[config.mk]
export PLATFORM = sky130hd
export DESIGN_NAME = flash_verify_once
export DESIGN_NICKNAME = d
export VERILOG_FILES = /design/src/logic/flash_seq_pkg.sv /design/src/logic/phrase_reader.sv /design/src/logic/flash_verify_once.sv
export VERILOG_INCLUDE_DIRS = /design/src /design/src/logic
export SDC_FILE = /design/constraint.sdc
export NUM_CORES = 1
export LEC_CHECK = 0
export BUFFER_PORTS_ARGS = -buffer_cell sky130_fd_sc_hd__buf_2
export CAP_MARGIN = 10
export CORE_ASPECT_RATIO = 0.9
export CORE_MARGIN = 2
export CORE_UTILIZATION = 40
export DETAILED_ROUTE_END_ITERATION = 16
export HOLD_SLACK_MARGIN = 0.12
export SLEW_MARGIN = 40
export SYNTH_ARGS = -nofsm -noshare
export SYNTH_HDL_FRONTEND = slang
export SYNTH_SLANG_ARGS = --single-unit
[constraint.sdc]
create_clock -name mclk -period 4.3 [get_ports mclk]
set_input_delay 1.29 -clock mclk [delete_from_list [all_inputs] [get_ports mclk]]
set_output_delay 1.29 -clock mclk [all_outputs]
set_load 0.03 [all_outputs]
[src/logic/flash_seq_defs.svh]
// Constants for the flash erase-verify and once-field command sequencer
`ifndef FLASH_SEQ_DEFS_SVH
`define FLASH_SEQ_DEFS_SVH

// Command codes, high byte of parameter slot 0
`define CMD_VERIFY_BLOCK 8'h02
`define CMD_VERIFY_SECTION 8'h03
`define CMD_READ_ONCE 8'h04
`define CMD_PROGRAM_ONCE 8'h07

// Slot index expected at launch for each command
`define SLOT_VERIFY_BLOCK 3'h0
`define SLOT_VERIFY_SECTION 3'h2
`define SLOT_READ_ONCE 3'h1
`define SLOT_PROGRAM_ONCE 3'h5

// Field positions inside slot 0
`define CMD_MSB 15
`define CMD_LSB 8
`define ADDR_HI_MSB 1
`define ADDR_HI_LSB 0

// One bit per value of global address [17:16] that selects a program-flash block
`define VALID_BLOCK_MASK 4'hC

// Phrases in one 128 Kbyte span (8 bytes per phrase)
`define BLOCK_PHRASES 16384
`define PHRASE_BYTES 18'h00008
`define ALIGN_BITS 3

// Once field: 8 phrases of 64 bytes total in the information area
`define ONCE_PHRASES 8
`define ONCE_BASE 18'h00000
`define ONCE_INDEX_MAX 16'h0007

// Value of an erased phrase
`define ERASED_PHRASE 64'hFFFF_FFFF_FFFF_FFFF

// Reset values
`define FLAG_RESET 1'h0
`define COMPLETE_RESET 1'h1
`define SLOT_RESET 16'h0000

`endif

[src/logic/flash_seq_pkg.sv]
// Types shared by the flash command sequencer files
package flash_seq_pkg;

  typedef enum {
    ST_IDLE,
    ST_CHECK,
    ST_READ,
    ST_PGM,
    ST_DONE
  } seq_state_t;

  typedef enum logic [2:0] {
    CMD_NONE,
    CMD_VBLK,
    CMD_VSEC,
    CMD_RONCE,
    CMD_PONCE
  } cmd_kind_t;

  typedef logic [15:0] param_word_t;

endpackage

[src/logic/phrase_reader.sv]
// Sequential phrase reader with erase and compare checking
`timescale 1ns/1ps
`default_nettype none
`include "flash_seq_defs.svh"

module phrase_reader #(
  parameter int AW = 18,
  parameter int DW = 64,
  parameter int CW = 17
) (
  input wire logic mclk,
  input wire logic rst_n,
  input wire logic start,
  input wire logic [AW-1:0] base_addr,
  input wire logic [CW-1:0] count,
  input wire logic info_sel,
  input wire logic check_blank,
  input wire logic [DW-1:0] expect_data,
  output logic rd_req_q,
  output logic [AW-1:0] rd_addr_q,
  output logic rd_info_q,
  input wire logic rd_ack,
  input wire logic [DW-1:0] rd_data,
  input wire logic rd_ecc_err,
  input wire logic rd_ecc_uncorr,
  output logic done_q,
  output logic mismatch_q,
  output logic ecc_err_q,
  output logic uncorr_q,
  output logic [DW-1:0] last_data_q
);

  logic [CW-1:0] left_q;
  logic [DW-1:0] expect_q;
  logic blank_q;
  logic [DW-1:0] ref_word;

  assign ref_word = blank_q ? DW'(`ERASED_PHRASE) : expect_q;

  ////////////////////////////////////////////////////////////////////////
  always_ff @(posedge mclk) begin
    if (!rst_n) begin
      rd_req_q <= 1'b0;
      rd_addr_q <= '0;
      rd_info_q <= 1'b0;
      left_q <= '0;
      done_q <= 1'b0;
      expect_q <= '0;
      blank_q <= 1'b0;
    end else begin
      done_q <= 1'b0;
      if (start) begin
        rd_addr_q <= base_addr;
        rd_info_q <= info_sel;
        left_q <= count;
        expect_q <= expect_data;
        blank_q <= check_blank;
        // An empty range finishes at once without touching the array
        rd_req_q <= (count != '0);
        done_q <= (count == '0);
      end else if (rd_req_q && rd_ack) begin
        left_q <= left_q - CW'(1);
        rd_addr_q <= rd_addr_q + AW'(`PHRASE_BYTES);
        if (left_q == CW'(1)) begin
          rd_req_q <= 1'b0;
          done_q <= 1'b1;
        end
      end
    end
  end

  ////////////////////////////////////////////////////////////////////////
  always_ff @(posedge mclk) begin
    if (!rst_n) begin
      mismatch_q <= 1'b0;
      ecc_err_q <= 1'b0;
      uncorr_q <= 1'b0;
      last_data_q <= '0;
    end else if (start) begin
      mismatch_q <= 1'b0;
      ecc_err_q <= 1'b0;
      uncorr_q <= 1'b0;
    end else if (rd_req_q && rd_ack) begin
      last_data_q <= rd_data;
      if (rd_data != ref_word) begin
        mismatch_q <= 1'b1;
      end
      if (rd_ecc_err || rd_ecc_uncorr) begin
        ecc_err_q <= 1'b1;
      end
      if (rd_ecc_uncorr) begin
        uncorr_q <= 1'b1;
      end
    end
  end

endmodule
`default_nettype wire

[src/logic/flash_verify_once.sv]
// Flash command sequencer for erase-verify, read-once and program-once commands
`timescale 1ns/1ps
`default_nettype none
`include "flash_seq_defs.svh"

// Summary of operation
// - Block verify flags access error unless slot index is zero at launch.
// - Block verify flags access error when address bits 17:16 name no block.
// - Erase-verify reads set verify error on any error, uncorrectable on bad ECC.
// - Section verify checks the range is erased, then sets completion flag.
// - Section verify flags access error unless slot index is two at launch.
// - Commands not permitted in current mode or security raise access error.
// - Section verify flags access error for an invalid 18-bit start address.
// - Section verify flags access error when start address bits 2:0 are nonzero.
// - Section verify flags access error if range crosses a 128 Kbyte boundary.
// - Read-once reads one of eight phrases of the 64-byte information field.
// - Program-once checks phrase blank, programs it, then reads it back.
// - Completion flag stays low until program-once has fully finished.
// - Once field is never erased; a written phrase cannot be programmed again.
// - Program-once accepts phrase index 0 to 7, else access error.
// - Program-flash reads return invalid data during program-once.
// - Program-once flags access error unless slot index is five at launch.
// - Program-once on an already programmed phrase raises access error.
// - Program-once read-back sets verify error and uncorrectable error as found.
module flash_verify_once
  import flash_seq_pkg::*;
#(
  parameter int BLOCK_PHRASES = `BLOCK_PHRASES
) (
  input wire logic mclk,
  input wire logic rst_n,
  input wire logic param_wr,
  input wire logic [2:0] param_slot,
  input wire logic [15:0] param_data,
  input wire logic launch,
  input wire logic verify_permitted,
  input wire logic once_permitted,
  output logic command_complete_flag_q,
  output logic [2:0] command_slot_index_q,
  output logic access_error_flag_q,
  output logic protection_violation_flag_q,
  output logic verify_error_flag_q,
  output logic uncorrectable_error_flag_q,
  output logic [63:0] read_once_data_q,
  output logic pflash_read_invalid_q,
  output logic rd_req_q,
  output logic [17:0] rd_addr_q,
  output logic rd_info_q,
  input wire logic rd_ack,
  input wire logic [63:0] rd_data,
  input wire logic rd_ecc_err,
  input wire logic rd_ecc_uncorr,
  output logic pgm_req_q,
  output logic [17:0] pgm_addr_q,
  output logic [63:0] pgm_data_q,
  input wire logic pgm_ack
);

  localparam int CW = 17;

  seq_state_t state_q;
  cmd_kind_t cmd_q;
  param_word_t slot_q [0:5];
  logic verify_phase_q;

  logic rdr_start_q;
  logic [17:0] rdr_base_q;
  logic [CW-1:0] rdr_count_q;
  logic rdr_info_q;
  logic rdr_blank_q;
  logic rdr_done;
  logic rdr_mismatch;
  logic rdr_ecc_err;
  logic rdr_uncorr;
  logic [63:0] rdr_data;

  cmd_kind_t cmd_d;
  logic chk_err;
  logic [17:0] glob_addr;
  logic [1:0] blk_sel;
  logic [CW-1:0] sec_end;
  logic [63:0] once_word;
  logic [17:0] once_addr;

  ////////////////////////////////////////////////////////////////////////
  // Launch decode and parameter checks
  assign blk_sel = slot_q[0][`ADDR_HI_MSB:`ADDR_HI_LSB];
  assign glob_addr = {blk_sel, slot_q[1]};
  assign sec_end = {3'h0, glob_addr[16:`ALIGN_BITS] & 14'(BLOCK_PHRASES - 1)} + {1'b0, slot_q[2]};
  assign once_word = {slot_q[2], slot_q[3], slot_q[4], slot_q[5]};
  assign once_addr = 18'(`ONCE_BASE) + {12'h000, slot_q[1][2:0], 3'h0};

  always_comb begin
    case (slot_q[0][`CMD_MSB:`CMD_LSB])
      `CMD_VERIFY_BLOCK: cmd_d = CMD_VBLK;
      `CMD_VERIFY_SECTION: cmd_d = CMD_VSEC;
      `CMD_READ_ONCE: cmd_d = CMD_RONCE;
      `CMD_PROGRAM_ONCE: cmd_d = CMD_PONCE;
      default: cmd_d = CMD_NONE;
    endcase
  end

  always_comb begin
    chk_err = 1'b0;
    case (cmd_q)
      CMD_VBLK: begin
        if (command_slot_index_q != `SLOT_VERIFY_BLOCK) begin
          chk_err = 1'b1;
        end
        if (((`VALID_BLOCK_MASK >> blk_sel) & 4'h1) == 4'h0) begin
          chk_err = 1'b1;
        end
        if (!verify_permitted) begin
          chk_err = 1'b1;
        end
      end
      CMD_VSEC: begin
        if (command_slot_index_q != `SLOT_VERIFY_SECTION) begin
          chk_err = 1'b1;
        end
        if (!verify_permitted) begin
          chk_err = 1'b1;
        end
        if (((`VALID_BLOCK_MASK >> glob_addr[17:16]) & 4'h1) == 4'h0) begin
          chk_err = 1'b1;
        end
        if (glob_addr[`ALIGN_BITS-1:0] != 3'h0) begin
          chk_err = 1'b1;
        end
        if (sec_end > CW'(BLOCK_PHRASES)) begin
          chk_err = 1'b1;
        end
      end
      CMD_RONCE: begin
        if (command_slot_index_q != `SLOT_READ_ONCE) begin
          chk_err = 1'b1;
        end
        if (!once_permitted || slot_q[1] > `ONCE_INDEX_MAX) begin
          chk_err = 1'b1;
        end
      end
      CMD_PONCE: begin
        if (command_slot_index_q != `SLOT_PROGRAM_ONCE) begin
          chk_err = 1'b1;
        end
        if (!once_permitted) begin
          chk_err = 1'b1;
        end
        if (slot_q[1] > `ONCE_INDEX_MAX) begin
          chk_err = 1'b1;
        end
      end
      default: chk_err = 1'b1;
    endcase
  end

  ////////////////////////////////////////////////////////////////////////
  // Parameter slots; writes while a command runs are ignored
  always_ff @(posedge mclk) begin
    if (!rst_n) begin
      command_slot_index_q <= 3'h0;
      for (int i = 0; i < 6; i++) begin
        slot_q[i] <= `SLOT_RESET;
      end
    end else if (param_wr && command_complete_flag_q && param_slot <= 3'h5) begin
      command_slot_index_q <= param_slot;
      slot_q[param_slot] <= param_data;
    end
  end

  ////////////////////////////////////////////////////////////////////////
  // Command sequence
  always_ff @(posedge mclk) begin
    if (!rst_n) begin
      state_q <= ST_IDLE;
      cmd_q <= CMD_NONE;
      verify_phase_q <= 1'b0;
      command_complete_flag_q <= `COMPLETE_RESET;
      pflash_read_invalid_q <= 1'b0;
      rdr_start_q <= 1'b0;
      rdr_base_q <= '0;
      rdr_count_q <= '0;
      rdr_info_q <= 1'b0;
      rdr_blank_q <= 1'b0;
      pgm_req_q <= 1'b0;
      pgm_addr_q <= '0;
      pgm_data_q <= '0;
    end else begin
      rdr_start_q <= 1'b0;
      case (state_q)
        ST_IDLE: begin
          if (launch && command_complete_flag_q) begin
            command_complete_flag_q <= 1'b0;
            cmd_q <= cmd_d;
            verify_phase_q <= 1'b0;
            state_q <= ST_CHECK;
          end
        end
        ST_CHECK: begin
          if (chk_err) begin
            state_q <= ST_DONE;
          end else begin
            rdr_start_q <= 1'b1;
            rdr_blank_q <= (cmd_q != CMD_RONCE);
            rdr_info_q <= (cmd_q == CMD_RONCE) || (cmd_q == CMD_PONCE);
            state_q <= ST_READ;
            case (cmd_q)
              CMD_VBLK: begin
                rdr_base_q <= {blk_sel, 16'h0000};
                rdr_count_q <= CW'(BLOCK_PHRASES);
              end
              CMD_VSEC: begin
                rdr_base_q <= glob_addr;
                rdr_count_q <= {1'b0, slot_q[2]};
              end
              CMD_PONCE: begin
                // Blank check first guards against a second write
                pflash_read_invalid_q <= 1'b1;
                rdr_base_q <= once_addr;
                rdr_count_q <= CW'(1);
              end
              default: begin
                rdr_base_q <= once_addr;
                rdr_count_q <= CW'(1);
              end
            endcase
          end
        end
        ST_READ: begin
          if (rdr_done) begin
            if (cmd_q == CMD_PONCE && !verify_phase_q) begin
              if (rdr_mismatch || rdr_ecc_err) begin
                state_q <= ST_DONE;
              end else begin
                pgm_req_q <= 1'b1;
                pgm_addr_q <= once_addr;
                pgm_data_q <= once_word;
                state_q <= ST_PGM;
              end
            end else begin
              state_q <= ST_DONE;
            end
          end
        end
        ST_PGM: begin
          if (pgm_ack) begin
            pgm_req_q <= 1'b0;
            verify_phase_q <= 1'b1;
            rdr_start_q <= 1'b1;
            rdr_blank_q <= 1'b0;
            rdr_base_q <= once_addr;
            rdr_count_q <= CW'(1);
            state_q <= ST_READ;
          end
        end
        ST_DONE: begin
          pflash_read_invalid_q <= 1'b0;
          command_complete_flag_q <= 1'b1;
          state_q <= ST_IDLE;
        end
        default: state_q <= ST_IDLE;
      endcase
    end
  end

  ////////////////////////////////////////////////////////////////////////
  // Status flags; cleared by the next launch, set by the running command
  always_ff @(posedge mclk) begin
    if (!rst_n) begin
      access_error_flag_q <= `FLAG_RESET;
      protection_violation_flag_q <= `FLAG_RESET;
      verify_error_flag_q <= `FLAG_RESET;
      uncorrectable_error_flag_q <= `FLAG_RESET;
    end else if (state_q == ST_IDLE && launch && command_complete_flag_q) begin
      access_error_flag_q <= 1'b0;
      protection_violation_flag_q <= 1'b0;
      verify_error_flag_q <= 1'b0;
      uncorrectable_error_flag_q <= 1'b0;
    end else if (state_q == ST_CHECK && chk_err) begin
      access_error_flag_q <= 1'b1;
    end else if (state_q == ST_READ && rdr_done) begin
      case (cmd_q)
        CMD_VBLK, CMD_VSEC: begin
          verify_error_flag_q <= rdr_mismatch || rdr_ecc_err;
          uncorrectable_error_flag_q <= rdr_uncorr;
        end
        CMD_RONCE: begin
          verify_error_flag_q <= rdr_ecc_err;
          uncorrectable_error_flag_q <= rdr_uncorr;
        end
        CMD_PONCE: begin
          if (!verify_phase_q) begin
            // A written phrase is refused, so the field can never be rewritten
            access_error_flag_q <= rdr_mismatch || rdr_ecc_err;
          end else begin
            verify_error_flag_q <= rdr_mismatch || rdr_ecc_err;
            uncorrectable_error_flag_q <= rdr_uncorr;
          end
        end
        default: access_error_flag_q <= access_error_flag_q;
      endcase
    end
  end

  always_ff @(posedge mclk) begin
    if (!rst_n) begin
      read_once_data_q <= '0;
    end else if (state_q == ST_READ && rdr_done && cmd_q == CMD_RONCE) begin
      read_once_data_q <= rdr_data;
    end
  end

  ////////////////////////////////////////////////////////////////////////
  phrase_reader #(
    .AW(18),
    .DW(64),
    .CW(CW)
  ) u_reader (
    .mclk(mclk),
    .rst_n(rst_n),
    .start(rdr_start_q),
    .base_addr(rdr_base_q),
    .count(rdr_count_q),
    .info_sel(rdr_info_q),
    .check_blank(rdr_blank_q),
    .expect_data(pgm_data_q),
    .rd_req_q(rd_req_q),
    .rd_addr_q(rd_addr_q),
    .rd_info_q(rd_info_q),
    .rd_ack(rd_ack),
    .rd_data(rd_data),
    .rd_ecc_err(rd_ecc_err),
    .rd_ecc_uncorr(rd_ecc_uncorr),
    .done_q(rdr_done),
    .mismatch_q(rdr_mismatch),
    .ecc_err_q(rdr_ecc_err),
    .uncorr_q(rdr_uncorr),
    .last_data_q(rdr_data)
  );

endmodule
`default_nettype wire

# After elaboration in Yosys (flattened, before gate mapping)
# Memories as Yosys holds them, arrays and structs flattened. A register that Yosys moved wholly into a read port is not among the register bits.
# Cells that the tools add are included.
# word_totals
regBits	384
ram_bits	96
inputBits	93
output_inout_bits	176
elab_cells	203
mem_count	1
# classes
n_addsub	3
order_cmp	3
eq_ne	29
n_shift	1
n_mux	73
n_bitwise	5
n_reduce_logical	59
# memory_table
memory	words	word_bits	rd	rd_clocked_by_memory_dff	wr	line	text
slot_q	6	16	6	3	6	flash_verify_once.sv:63	param_word_t slot_q [0:5];
# op_table
operator	count
$mux W32	4
$pmux W32 S4	1
$eq A32 B2 Y1 const B	3
$mux W18	4
$pmux W18 S2	2
$mux W17	4
$eq A32 B3 Y1 const B	2
$logic_not A32 Y1	2
$mux W64	1
$ne A64 B64 Y1	1
$mux W1	41
$pmux W17 S2	1
$eq A32 B1 Y1 const B	1
$pmux W16 S2	1
$reduce_bool A2 Y1	10
$add A18 B4 Y18 const B	1
$add A14 B16 Y17	1
$eq A17 B1 Y1 const B	1
$gt A17 B15 Y1 const B	1
$logic_not A17 Y1	1
$reduce_bool A17 Y1	1
$sub A17 B1 Y17 const B	1
$eq A8 B2 Y1 const B	2
$eq A8 B3 Y1 const B	2
30 further kinds	84

# Depth between registers and ports, before layout
# Gate-level depths: netlist of the first run.
# depth
word_depth	10
ltp_mapped	12
ltp_nobuf	11

# By module
# Synthesis of the first run repeated with hierarchy kept, for this count alone.
# hier_totals
cells_unflattened	2160
hier_area_um2	19578.8
# modules_own_cells
module	instances	cells_per_inst	area_each_um2	seq_area_each_um2
flash_verify_once	1	1176	11214.5	6386.1
phrase_reader	1	984	8364.3	3403.3

# Worst setup path after synthesis of the first run
# No wires, ideal clock.
# synth_timing
path_kind	in2reg
startpoint	input param_slot[1]
endpoint	memory slot_q[2][0] (netlist bit) (enable)
setup_ns	0.372
arrival_ns	3.215
required_ns	3.928
setup_slack_ns	0.713
path_stages	8
cell_sequence	clkbuf_1 a21oi_1 and2_1 clkbuf_1 nor2b_1 nand2_1 clkbuf_1 nand2_1
# synth_rtl
element	line	text
start, declared	flash_verify_once.sv:33	input wire logic [2:0] param_slot,
end, declared	flash_verify_once.sv:63	

==> flow_metrics.env, run 1 <==
export IMPL_powerDensity_mw_per_mm2=390
export IMPL_multi_input_area_mm2=0.00908
export IMPL_period_minus_slack_ns=3.52
export IMPL_critical_path_max_stage_delay_ns=0.43
export IMPL_cp_end_kind="flop"
export IMPL_worstPathMaxFanout=3
export IMPL_peakVddDrop_mv=0.307
export IMPL_synthCells=2151
export IMPL_syn_cell_area_mm2=0.0195
export IMPL_ys_ff_latch=444
export IMPL_clk_insertion_delay_late_ns=0.58
export IMPL_hpwlAfterDp_mm=42.0
export IMPL_crit_type="reg2reg"
export IMPL_yosys_warnings=0
export IMPL_cts_setup_buffers=0
export IMPL_cp_arrival_ns=3.98
export IMPL_worstPathRequired_ns=4.77
export IMPL_num_rows=76
export IMPL_io_buffers=252
export IMPL_wl_per_cell_um=19.4
export IMPL_hold_buffers=0
export IMPL_synth_edf_count=90
export IMPL_fin_skew_ns=0.0112
export IMPL_htree_levels=2
export IMPL_syn_avg_cell_area_um2=9.08
export IMPL_status="finished clean"
export IMPL_overflow=0
export IMPL_ys_flop_type="dfxtp_1"
export IMPL_gp_congestion=0.850
export IMPL_clkSinkCount=444
export IMPL_synth_seq_area_share=0.501
export IMPL_synthTopCellsByCount="506 x nand2_1, 354 x dfxtp_1, 196 x a21boi_0"
export IMPL_cpMaxStageDelayCell="edfxtp_1"
export IMPL_dp_cells=2925
export IMPL_slew_viol_final=0
export IMPL_synthToLayoutAreaGrowth_pct=17.4
export IMPL_tns_ns=0
export IMPL_dieArea_mm2=0.0506
export IMPL_start_kind="flop"
export IMPL_fin_util=0.477
export IMPL_seqCellArea_mm2=0.00979
export IMPL_path_cells="ha_1, fa_1, a21o_1, a31o_2, a2111oi_0, o22ai_1, and4b_1, a41oi_2, nor2_1, o31a_1, a2111oi_2"
export IMPL_p_leak_nw=8.85
export IMPL_dr_pass1_iters=5
export IMPL_antenna_found_initial=1
export IMPL_worstPathBufferInverterCount=0
export IMPL_ys_types=66
export IMPL_grt_pass1_vias=14522
export IMPL_ant_nets=0
export IMPL_grt_max_degree=153
export IMPL_hold_path_class="reg2reg"
export IMPL_fin_crit_sh=0.818
export IMPL_ctsRootBufferMaster="clkbuf_16"
export IMPL_via_per_inst=5.27
export IMPL_cts_resized=0
export IMPL_grt_pass1_wl_mm=87.1
export IMPL_start_util=0.407
export IMPL_core_area_mm2=0.0480
export IMPL_yosys_top_cells_area="dfxtp_1 36%, edfxtp_1 14%, nand2_1 9.7%"
export IMPL_worstMarginPinSlew_ns=0.841
export IMPL_max_freq_mhz=284
export IMPL_die_y_um=214
export IMPL_regToRegSetupSlack_ns=0.78
export IMPL_cpLargestDelayFamily="compound AO/OA/AOI/OAI gates"
export IMPL_async_flop_share=0
export IMPL_drt_iter0_markers=1265
export IMPL_synth_top_area_frac=0.363
export IMPL_drcViolationCount=0
export IMPL_path_clk_slew_ns=0.06
export IMPL_drv_cap=0
export IMPL_wirelength_mm=58.5
export IMPL_clockBufferDepth=3
export IMPL_fillCellCount=4681
export IMPL_stdcell_count=3017
export IMPL_hold_viol=0
export IMPL_cts_buffers=49
export IMPL_num_io_pins=269
export IMPL_cts_tree="yes"
export IMPL_die_x_um=237
export IMPL_synth_top_area_cell="dfxtp_1"
export IMPL_synth_most_common_cell="nand2_1"
export IMPL_setup_violations=0
export IMPL_slew_headroom=0.437
export IMPL_fin_nets=2463
export IMPL_vias=15895
export IMPL_rsz0062_at_grt="false"
export IMPL_track_usage=0.224
export IMPL_drive_gt1_frac=0.160
-- registers in the layout, summed over array words and instances (netlist names), 3 cells and up --
register / count
command_slot_index_q: 3
u_reader.left_q: 17
u_reader.expect_q: 64
u_reader.rd_addr_q: 18
pgm_data_q: 64
pgm_addr_q: 3
cmd_q: 3
state_q: 3
rdr_count_q: 16
rdr_base_q: 18
read_once_data_q: 64
u_reader.last_data_q: 64
slot_q: 90
-- logic make-up after synthesis --
kind of cell | share of synthesized area
compound gates | 0.151
other cells | 0.000192
flops | 0.501
simple gates | 0.217
xor+xnor | 0.0296
buf+inv | 0.0384
mux | 0.0508
fa+ha+maj | 0.0119
-- worst register-to-register path, stage by stage, from the launching register on --
cell and delay [ns]:
edfxtp_1 0.43, ha_1 0.23, fa_1 0.41, a21o_1 0.24, a31o_2 0.27, a2111oi_0 0.41
o22ai_1 0.15, and4b_1 0.21, a41oi_2 0.32, nor2_1 0.12, o31a_1 0.26, a2111oi_2 0.34
-- metrics by stage --
| stage | hold slack (ns) | total power, mW | setup slack (ns) | area (um^2) |
|---|---|---|---|---|
| 2_1_floorplan | 0.433 | 4.66 | 0.713 | 19600 |
| 3_3_place_gp | 0.451 | 4.84 | 0.784 | 21300 |
| 3_5_place_dp | 0.454 | 4.84 | 0.721 | 21300 |
| 4_1_cts | 0.462 | 9.01 | 0.777 | 22900 |
| 5_1_grt | 0.474 | 9.23 | 0.466 | 22900 |
| 6_report | 0.455 | 8.94 | 0.784 | 22900 |
-- final cells by class --
cell class	instances	area share
clock inverters	24	0.00939
multi-input cells	1546	0.396
inverters	28	0.00459
flip-flops and latches	444	0.427
diodes	1	0.000109
repair buffers	283	0.0679
clock buffers	67	0.0605
well taps	624	0.0341
-- final timing paths --
path / from / to / cells past startpoint
setup reg to reg: slot_q[2][0] / state_q[2] / 11
setup / recovery: slot_q[2][0] / state_q[2] / 11
hold / removal: u_reader.last_data_q[44] / read_once_data_q[44] / 2
hold reg to reg: u_reader.last_data_q[44] / read_once_data_q[44] / 2
-- where the power goes --
group	total (mW)	internal, mW	switching [mW]
clock	4.19	2.44	1.74
sequential	4.33	4.29	0.0411
combinational	0.425	0.154	0.271
-- routing by layer --
metal | vias up | global-route usage | part of all wire
li1 | 7744 | - | -
met1 | 7656 | 0.329 | 0.49
met2 | 422 | 0.340 | 0.43
met3 | 73 | 0.0346 | 0.058
met4 | 0 | 0.0661 | 0.022
met5 | - | 0 | 0
-- cells in the final DEF, fill, tap and decap left out, types with 16 or more instances in the layout --
cell type	Yosys	final
a21boi_0	196	196
a21o_1	37	37
a21oi_1	56	56
a22o_1	29	29
and2_1	32	32
buf_2	2	251
buf_4	17	26
clkbuf_16	0	51
conb_1	1	16
dfxtp_1	354	352
edfxtp_1	90	90
ha_1	17	17
inv_1	28	28
mux2i_1	99	99
nand2_1	506	506
nand3_1	41	41
nor2_1	122	119
nor2b_1	80	80
nor3_1	44	44
nor4_1	50	49
o21ai_0	44	44
xnor2_1	16	16
xor2_1	50	50
(Power assumes the default switching activity.)
==> run 2, diff against run 1 <==
Settings changed: ABC_AREA set to 1.
Clock period 4.3 ns to 3.6 ns, I/O delays scaled along.
==> run 2 against run 1 <==
Sequential power is 20% higher. Final cell count is 5.7% higher. Global-route usage is 0.31 points higher.
==> flow_metrics.env, run 2 <==
export IMPL_worstPathRequired_ns=4.09
export IMPL_hold_buffers=0
export IMPL_synthCells=2346
export IMPL_yosys_warnings=0
export IMPL_drv_cap=0
export IMPL_synthToLayoutAreaGrowth_pct=17.5
export IMPL_cts_resized=0
export IMPL_synth_edf_count=90
export IMPL_synthTopCellsByCount="705 x nor2_1, 354 x dfxtp_1, 297 x o21ai_0"
export IMPL_overflow=0
export IMPL_htree_levels=2
export IMPL_core_area_mm2=0.0456
export IMPL_synth_seq_area_share=0.527
export IMPL_synth_top_area_cell="dfxtp_1"
export IMPL_top_register="slot_q"
export IMPL_drcViolationCount=0
export IMPL_vias=16338
export IMPL_path_cells="ha_1, fa_1, or2_2, a21oi_1, nand2_1, nor2_1, nand2_1, nor2_1, nand2_1, nor2_1, nand2_1, nand2_1, nand2_1, nand2_2, nand3_2, nand2_2, nand2_4, o21ai_0"
export IMPL_syn_avg_cell_area_um2=7.91
export IMPL_hold_path_class="reg2reg"
export IMPL_die_x_um=231
export IMPL_power_mw=10.5
export IMPL_worstPathBufferInverterCount=0
export IMPL_cpMaxStageDelayCell="fa_1"
export IMPL_critical_path_max_stage_delay_ns=0.43
export IMPL_status="finished clean"
export IMPL_ys_types=45
export IMPL_path_clk_slew_ns=0.06
export IMPL_worstPathMaxFanout=24
export IMPL_hold_viol=0
export IMPL_fin_skew_ns=0.0184
export IMPL_setup_violations=0
export IMPL_period_minus_slack_ns=3.23
export IMPL_clkSinkCount=444
export IMPL_cts_buffers=47
export IMPL_wl_per_cell_um=17.5
export IMPL_final_cell_area_mm2=0.0218
export IMPL_dr_pass1_iters=7
export IMPL_cts_setup_buffers=0
export IMPL_grt_max_degree=193
export IMPL_cts_tree="yes"
export IMPL_io_buffers=252
export IMPL_largest_reg_flops=90
export IMPL_via_per_inst=5.12
export IMPL_syn_cell_area_mm2=0.0186
export IMPL_hpwlAfterDp_mm=39.0
export IMPL_clockBufferDepth=3
export IMPL_num_rows=74
export IMPL_cpLargestDelayFamily="simple AND/OR/NAND/NOR gates"
export IMPL_cp_end_kind="flop"
export IMPL_grt_pass1_vias=15620
export IMPL_place_ws_ns=0.398
export IMPL_rsz0062_at_grt="false"
export IMPL_final_cell_mix="702 x nor2_1, 352 x dfxtp_1, 297 x o21ai_0"
export IMPL_num_io_pins=269
export IMPL_ctsRootBufferMaster="clkbuf_16"
export IMPL_cp_arrival_ns=3.72
export IMPL_fin_nets=2656
export IMPL_ys_ff_latch=444
export IMPL_fin_crit_sh=0.897
export IMPL_worstMarginPinSlew_ns=0.780
export IMPL_final_common_cell="nor2_1"
export IMPL_powerDensity_mw_per_mm2=480
export IMPL_synth_top_area_frac=0.382
export IMPL_slew_headroom=0.480
export IMPL_finalWorstSetupSlack_ns=0.372
export IMPL_synth_most_common_cell="nor2_1"
export IMPL_drt_iter0_markers=1373
export IMPL_wirelength_mm=55.9
export IMPL_antenna_cells=0
export IMPL_gp_congestion=0.866
export IMPL_max_freq_mhz=310
export IMPL_tns_ns=0
export IMPL_drive_gt1_frac=0.151
export IMPL_start_util=0.407
export IMPL_grt_pass1_wl_mm=86.4
export IMPL_p_leak_nw=10.0
export IMPL_dieArea_mm2=0.0481
export IMPL_start_kind="flop"
export IMPL_async_flop_share=0
export IMPL_ant_nets=0
export IMPL_die_y_um=208
export IMPL_hold_ws_ns=0.447
export IMPL_cp_common_cell="nand2_1"
export IMPL_clk_insertion_delay_late_ns=0.57
export IMPL_slew_viol_final=0
export IMPL_yosys_top_cells_area="dfxtp_1 38%, edfxtp_1 15%, nor2_1 14%"
export IMPL_track_usage=0.227
export IMPL_antenna_found_initial=2
export IMPL_placed_area_mm2=0.0203
export IMPL_ys_flop_type="dfxtp_1"
export IMPL_fillCellCount=4547
export IMPL_crit_type="reg2reg"
export IMPL_peakVddDrop_mv=0.347
==> run 2: worst paths after layout <==
kind	from	end	slack [ns]	cells after the start
max	slot_q[1][3]	rdr_count_q[6]	0.37	18
min	rdr_count_q[15]	rdr_count_q[15]	0.45	2
max reg2reg	slot_q[1][3]	rdr_count_q[6]	0.37	18
min reg2reg	rdr_count_q[15]	rdr_count_q[15]	0.45	2
==> run 2: where the power goes <==
group | leakage, nW | switching [mW] | internal [mW]
clock | 0.747 | 1.97 | 2.83
combinational | 5.51 | 0.344 | 0.141
sequential | 3.79 | 0.0399 | 5.14
total | 10.0 | 2.36 | 8.11
==> run 2: area by class of cell <==
| type | instances | area [um^2] | area share |
|---|---|---|---|
| clock inverters | 12 | 123 | 0.00562 |
| clock buffers | 73 | 1410 | 0.0645 |
| repair buffers | 278 | 1500 | 0.0689 |
| flip-flops and latches | 444 | 9790 | 0.449 |
| inverters | 138 | 523 | 0.0240 |
| well taps | 608 | 761 | 0.0349 |
| multi-input cells | 1636 | 7690 | 0.353 |
==> run 2: metal layers <==
metal / GRT usage / part of all wire
met1: 0.313 / 0.45
met2: 0.363 / 0.46
met4: 0.0614 / 0.020
met3: 0.0441 / 0.069
met5: 0 / 0.00018
==> run 2: worst reg2reg max path, cell delays in order (launching register included) <==
cell and delay, ns:
edfxtp_1 0.40, ha_1 0.27, fa_1 0.43, or2_2 0.29, a21oi_1 0.12, nand2_1 0.07, nor2_1 0.08, nand2_1 0.07
nor2_1 0.14, nand2_1 0.07, nor2_1 0.09, nand2_1 0.06, nand2_1 0.05, nand2_1 0.10, nand2_2 0.10, nand3_2 0.08
nand2_2 0.21, nand2_4 0.26, o21ai_0 0.26
==> run 2: logic make-up (layout without fill, tap and decap cells) <==
group | count (synthesis) | in the layout | synth area share
AO/OA/AOI/OAI | 421 | 421 | 0.121
XOR/XNOR | 84 | 84 | 0.0396
adder cells (fa/ha/maj) | 18 | 18 | 0.0125
buffers and inverters | 281 | 501 | 0.0623
flip-flops | 444 | 444 | 0.527
multiplexers | 1 | 1 | 0.000539
other | 1 | 16 | 0.000202
AND/OR/NAND/NOR | 1096 | 1096 | 0.237
==> run 2: through the flow <==
step,cells,util
floorplan,2361,-
global placement,3104,0.445
detailed placement,3104,0.445
CTS,3189,0.479
global route,3189,0.479
finish,3189,0.479
